$ cat src/design/csw_pkg.sv
// package for the controller status word bank: offsets, bit positions, carriers
//
// Behaviour
// - word one bit 0 reads 1 while alarm one is active
// - word one bit 1 reads 1 while alarm two is active
// - word one bits 8 and 9 carry hardware variant detection values
// - word one bits 2-7 and 10-15 are reserved, no function
// - word two bit 0 is 1 for automatic, 0 for manual
// - word two bit 1 is 1 while running, 0 while stopped
// - word two bit 2 is 0 for direct, 1 for reverse action
// - word two bit 4 is 1 while auto-tuning runs
// - word two bits 5 and 6 show initial blocking of alarms one, two
// - word two bit 9 is 0 for Celsius, 1 for Fahrenheit
// - word two bits 11 and 12 mirror output one and output two
// - word two bits 3, 7-8, 10, 13-15 are reserved, no function
// - word three bit 0 flags process value conversion very low
// - word three bit 1 flags negative conversion after calibration
// - word three bit 2 flags process value conversion very high
// - word three bit 3 flags linearization limit exceeded
// - word three bit 4 flags excessive resistance thermometer lead resistance
// - word three bit 5 flags auto zero conversion out of range
// - word three bit 6 flags cold junction conversion out of range
package csw_pkg;

	// ************************************************
	// register map
	// ************************************************
	localparam logic [11:0] OFF_ALARM_HW  = 12'h000;
	localparam logic [11:0] OFF_CTRL      = 12'h004;
	localparam logic [11:0] OFF_FAULT     = 12'h008;
	localparam logic [15:0] STATUS_RESET  = 16'h0000;
	localparam logic [31:0] RDATA_IDLE    = 32'h0000_0000;

	// ************************************************
	// field positions
	// ************************************************
	localparam int W1_ALARM1   = 0;
	localparam int W1_ALARM2   = 1;
	localparam int W1_HWID_LO  = 8;
	localparam int W2_AUTO     = 0;
	localparam int W2_RUN      = 1;
	localparam int W2_REVERSE  = 2;
	localparam int W2_TUNING   = 4;
	localparam int W2_BLK_AL1  = 5;
	localparam int W2_BLK_AL2  = 6;
	localparam int W2_FAHR     = 9;
	localparam int W2_OUT1     = 11;
	localparam int W2_OUT2     = 12;
	localparam int W3_PV_LOW   = 0;
	localparam int W3_NEG_CAL  = 1;
	localparam int W3_PV_HIGH  = 2;
	localparam int W3_LIN_LIM  = 3;
	localparam int W3_LEAD_RES = 4;
	localparam int W3_AZERO    = 5;
	localparam int W3_CJC      = 6;

	// ************************************************
	// carriers
	// ************************************************
	typedef struct packed {
		logic       alarm1;
		logic       alarm2;
		logic [1:0] hw_detect;
	} csw_alarm_hw_t;

	typedef struct packed {
		logic auto_mode;
		logic running;
		logic reverse_action;
		logic auto_tuning;
		logic init_block_al1;
		logic init_block_al2;
		logic fahrenheit;
		logic output1;
		logic output2;
	} csw_ctrl_t;

	typedef struct packed {
		logic pv_very_low;
		logic neg_after_cal;
		logic pv_very_high;
		logic lin_limit;
		logic lead_res_high;
		logic auto_zero_bad;
		logic cjc_bad;
	} csw_fault_t;

endpackage

$ cat src/design/csw_status_bank.sv
// read-only status word bank reached over apb
//
// Implementation choices: the address map and the APB register port.
module csw_status_bank
(
	// clock and reset
	input  wire logic               pclk,
	input  wire logic               presetn,
	// apb slave
	input  wire logic               psel,
	input  wire logic               penable,
	input  wire logic               pwrite,
	input  wire logic [11:0]        paddr,
	input  wire logic [31:0]        pwdata,
	input  wire logic [3:0]         pstrb,
	output logic      [31:0]        prdata,
	output logic                    pready,
	output logic                    pslverr,
	// status sources from the controller core
	input  wire csw_pkg::csw_alarm_hw_t alarm_hw_in,
	input  wire csw_pkg::csw_ctrl_t     ctrl_in,
	input  wire csw_pkg::csw_fault_t    fault_in
);

	// ************************************************
	// status capture
	// ************************************************
	logic [15:0] word1_q;
	logic [15:0] word2_q;
	logic [15:0] word3_q;
	logic [15:0] word1_d;
	logic [15:0] word2_d;
	logic [15:0] word3_d;

	// reserved bits stay zero because only named bits are ever set
	always_comb
	begin
		word1_d = csw_pkg::STATUS_RESET;
		word1_d[csw_pkg::W1_ALARM1] = alarm_hw_in.alarm1;
		word1_d[csw_pkg::W1_ALARM2] = alarm_hw_in.alarm2;
		word1_d[csw_pkg::W1_HWID_LO +: 2] = alarm_hw_in.hw_detect;
		word2_d = csw_pkg::STATUS_RESET;
		word2_d[csw_pkg::W2_AUTO] = ctrl_in.auto_mode;
		word2_d[csw_pkg::W2_RUN] = ctrl_in.running;
		word2_d[csw_pkg::W2_REVERSE] = ctrl_in.reverse_action;
		word2_d[csw_pkg::W2_TUNING] = ctrl_in.auto_tuning;
		word2_d[csw_pkg::W2_BLK_AL1] = ctrl_in.init_block_al1;
		word2_d[csw_pkg::W2_BLK_AL2] = ctrl_in.init_block_al2;
		word2_d[csw_pkg::W2_FAHR] = ctrl_in.fahrenheit;
		word2_d[csw_pkg::W2_OUT1] = ctrl_in.output1;
		word2_d[csw_pkg::W2_OUT2] = ctrl_in.output2;
		word3_d = csw_pkg::STATUS_RESET;
		word3_d[csw_pkg::W3_PV_LOW] = fault_in.pv_very_low;
		word3_d[csw_pkg::W3_NEG_CAL] = fault_in.neg_after_cal;
		word3_d[csw_pkg::W3_PV_HIGH] = fault_in.pv_very_high;
		word3_d[csw_pkg::W3_LIN_LIM] = fault_in.lin_limit;
		word3_d[csw_pkg::W3_LEAD_RES] = fault_in.lead_res_high;
		word3_d[csw_pkg::W3_AZERO] = fault_in.auto_zero_bad;
		word3_d[csw_pkg::W3_CJC] = fault_in.cjc_bad;
	end

	// live levels, sampled every cycle; the bus never writes them
	always_ff @(posedge pclk or negedge presetn)
	begin
		if (!presetn)
		begin
			word1_q <= csw_pkg::STATUS_RESET;
			word2_q <= csw_pkg::STATUS_RESET;
			word3_q <= csw_pkg::STATUS_RESET;
		end
		else
		begin
			word1_q <= word1_d;
			word2_q <= word2_d;
			word3_q <= word3_d;
		end
	end

	// ************************************************
	// apb slave
	// ************************************************
	logic        setup_hit;
	logic [31:0] rdata_d;
	logic        err_d;

	// answer one cycle after setup: pready is registered
	assign setup_hit = psel && !penable && !pready;

	always_comb
	begin
		rdata_d = csw_pkg::RDATA_IDLE;
		err_d   = 1'b0;
		case (paddr)
			csw_pkg::OFF_ALARM_HW: rdata_d = {16'h0000, word1_q};
			csw_pkg::OFF_CTRL:     rdata_d = {16'h0000, word2_q};
			csw_pkg::OFF_FAULT:    rdata_d = {16'h0000, word3_q};
			default:               err_d   = 1'b1;
		endcase
		// writes to mapped words are silently ignored, no error
		if (pwrite)
		begin
			rdata_d = csw_pkg::RDATA_IDLE;
		end
	end

	always_ff @(posedge pclk or negedge presetn)
	begin
		if (!presetn)
		begin
			pready  <= 1'b0;
			pslverr <= 1'b0;
			prdata  <= csw_pkg::RDATA_IDLE;
		end
		else if (setup_hit)
		begin
			pready  <= 1'b1;
			pslverr <= err_d;
			prdata  <= rdata_d;
		end
		else
		begin
			pready  <= 1'b0;
			pslverr <= 1'b0;
			prdata  <= csw_pkg::RDATA_IDLE;
		end
	end

endmodule

$ cat config.mk
export PLATFORM = sky130hd
export DESIGN_NAME = csw_status_bank
export DESIGN_NICKNAME = d
export VERILOG_FILES = /design/src/design/csw_pkg.sv /design/src/design/csw_status_bank.sv
export SDC_FILE = /design/constraint.sdc
export NUM_CORES = 1
export LEC_CHECK = 0
export BUFFER_PORTS_ARGS = -buffer_cell sky130_fd_sc_hd__clkbuf_2
export CELL_PAD_IN_SITES_DETAIL_PLACEMENT = 1
export CELL_PAD_IN_SITES_GLOBAL_PLACEMENT = 1
export CORE_ASPECT_RATIO = 1.5
export CORE_UTILIZATION = 29
export CTS_CLUSTER_DIAMETER = 80
export DETAILED_ROUTE_END_ITERATION = 16
export PLACE_DENSITY_LB_ADDON = 0.1
export SKIP_CTS_REPAIR_TIMING = 1
export SYNTH_ARGS = -nofsm -noshare
export SYNTH_HDL_FRONTEND = slang
export SYNTH_SLANG_ARGS = --single-unit
$ cat constraint.sdc
create_clock -name pclk -period 2.4 [get_ports pclk]
set_clock_uncertainty 0.1 [all_clocks]
set_input_delay 0 -clock pclk [delete_from_list [all_inputs] [get_ports pclk]]
set_output_delay 0 -clock pclk [all_outputs]
set_load 0.01 [all_outputs]
==> impl_metrics.tcl <==
set metrics [dict create \
    grt_max_degree 34 \
    core-area_sq_um 4245 \
    cts_tree "built" \
    final_nets 247 \
    placed_cells 186 \
    grt_pass1_wl_um 3905 \
    track_usage_pct 11.33 \
    r2r_start "pready" \
    seq_area_frac_synth_pct 64.26 \
    synthesis.area_sq_um 1285 \
    cp.required_ps 2520 \
    yosysWarningCount 0 \
    num_io_pins 107 \
    grt_antenna_before_repair 0 \
    first_global_vias 876 \
    power_frac_seq_pct 52.9 \
    holdPathEnd "pslverr" \
    clockRootBuffer "clkbuf_8" \
    grt_setup_unrepaired "false" \
    p_per_area_nw_per_um2 592.5 \
    die_y_um 83.53 \
    netlist_top_cells_area "dfrtp_1 64%, buf_4 12%, nor4_4 3.3%, mux2i_1 2.3%, a22oi_1 2.3%" \
    max_freq_mhz 442.4 \
    reg2reg_slack_ps 580 \
    dpl-instance-area_sq_um 1494 \
    fp-row-count 29 \
    clock_sinks 33 \
    firstDrtPassIters 4 \
    syn_avg_cell_area_sq_um 13.82 \
    final-setup-viol-count 0 \
    relSlewSlack_pct 47.61 \
    post-route-min-period_ps 2261 \
    yosysMostFrequentCell "dfrtp_1" \
    gp_congestion 0.6929 \
    ys_seq_elements 33 \
    hold_viol 2 \
    max-cap-violations 0 \
    max_slew.worst_pin.slew_ps 785.9 \
    routed_wirelength_um 2533 \
    crit_arrival_ps 2380 \
    clockPowerShare_pct 36.1 \
    rr_worst_depth 4 \
    area_delta_synth_final_pct 44.01 \
    p_switching_w 0.0002604 \
    drive_gt1_share_pct 36.57 \
    pwr-share-comb_pct 11.0 \
    dp_hpwl_um 1859 \
    synth_cells 93 \
    die_w_um 56.35 \
    path_clk_slew_ps 70 \
    final_max_slew_viol_count 0 \
    leakage_nw 0.9512 \
    clk_latency_ps 280 \
    violations "hold timing" \
    antenna_left 0 \
    cts_buffers 5 \
    drtIter0Drc 19 \
    r2r_end "prdata[3]" \
    initial_core_util_pct 30.27 \
    wl_per_cell_um 11.46 \
    clock_path_buffers 2 \
    synth.distinct_cells 23 \
    gr-total-overflow 0 \
    cp_max_fo 4 \
    final_cells 221 \
    h-tree-depth 2 \
    ys_top_cells_by_count "33 x dfrtp_1, 21 x buf_4, 5 x nor2_1" \
    final_area_sq_um 1851 \
    worstSetupStartpointType "primary input" \
    fin_setup_tns_ps 0 \
    die_area_sq_um 4707 \
    hold-worst-slack_ps -14.03 \
    swShare_pct 23.75 \
    ir_drop_v 0.0004881 \
    async_reset_ff_share_pct 100.0 \
    n_antenna_cell 0 \
    num_vias 926 \
    routed_via_density 4.190 \
    path_class "in2reg" \
    end_kind "register" \
    drc 0 \
    synth-edff-count 0 \
    yosysTopAreaCellShare_pct 64.26 \
    netlist.top_cell.by_area "dfrtp_1" \
    synth_ff_type "dfrtp_1" \
    hp-start "paddr[7]" \
    status "complete, but fails checks" \
    fin_crit_sh_pct 94.19 \
    port_buffers 49 \
    holdPathStages 4 \
    hp-class "in2reg" \
    p_int_w 0.0008361 \
]
-- power by group through the flow --
stage | clock network [W] | registers, W | logic [W]
5_1_grt | 0.000440 | 0.000581 | 0.000135
4_1_cts | 0.000416 | 0.000580 | 0.0000897
6_report | 0.000395 | 0.000580 | 0.000120
3_5_place_dp | 0 | 0.000591 | 0.0000895
3_3_place_gp | 0 | 0.000591 | 0.0000864
2_1_floorplan | 0 | 0.000591 | 0.0000627
-- worst max-delay path by stage --
stage                  start        end  slack (ps)  cells past startpoint
floorplan             pready  prdata[8]        1170                      3
global placement      pready  prdata[1]        1060                      3
detailed placement    pready  prdata[1]        1080                      3
CTS                   pready  prdata[1]        1050                      3
global route        paddr[6]  prdata[3]          20                      7
finish              paddr[6]  prdata[3]         140                      7
-- kinds of logic after synthesis --
kind of cell           after synthesis  share of synthesized area (%)
flip-flops                          33                          64.26
buffers and inverters               22                          13.14
other                                1                         0.2918
AND/OR/NAND/NOR                     27                          15.87
multiplexers                         3                          2.337
AO/OA/AOI/OAI                        7                          4.090
-- worst max-delay path, stage by stage --
cell           delay, ps
dlygate4sd3_1        540
clkbuf_2             130
nor4_4               220
dlygate4sd3_1        600
nand4_1              130
nor3_1               200
dlygate4sd3_1        570
-- cells in the final DEF (no fill, tap or decap) --
cell / synthesis / layout
clkbuf_2: 0 / 49
dfrtp_1: 33 / 33
dlygate4sd3_1: 0 / 27
conb_1: 1 / 21
nor2_1: 5 / 5
clkbuf_8: 0 / 5
a22oi_1: 4 / 4
nor3_1: 3 / 3
mux2i_1: 3 / 3
nand2_1: 3 / 3
nor4_4: 2 / 2
and3_1: 2 / 2
nor2b_1: 2 / 2
or2_2: 2 / 2
a21oi_1: 2 / 2
clkinv_2: 0 / 2
nor3b_1: 1 / 1
nor4b_4: 1 / 1
and4_1: 1 / 1
nand4_1: 1 / 1
and3b_1: 1 / 1
a211oi_2: 1 / 1
nand4_2: 1 / 1
nand3_1: 1 / 1
and2_1: 1 / 1
clkinvlp_4: 0 / 1
-- cell type report --
type / count / area (sq um)
fill: 469 / 2395
sequential: 33 / 825.8
timing repair buffer: 76 / 515.5
multi-input combinational: 58 / 365.4
clock buffer: 5 / 68.82
tap: 46 / 57.56
clock inverter: 3 / 17.52
-- metal layers --
layer	part of all wire (%)	track usage [%]	up-vias
li1	-	-	433
met3	6.2	3.876	6
met5	0	0	-
met2	62	21.43	41
met4	2.3	5.987	0
met1	29	10.16	446
-- registers in the layout, summed over array words and instances, names as in the netlist --
register,count
word1_q,4
pslverr,1
prdata,11
word2_q,9
pready,1
word3_q,7
-- through the flow --
step	hold slack (ps)	total power, W	util [%]	worst slack [ps]
global placement	2.891	0.0006770	35.19	1060
detailed placement	9.985	0.0006807	35.19	1076
finish	-14.03	0.001096	43.59	139.4
CTS	-289.8	0.001086	37.22	1045
global route	14.34	0.001156	43.59	18.52
floorplan	-395.6	0.0006536	-	1165
(Power assumes the default switching activity.)
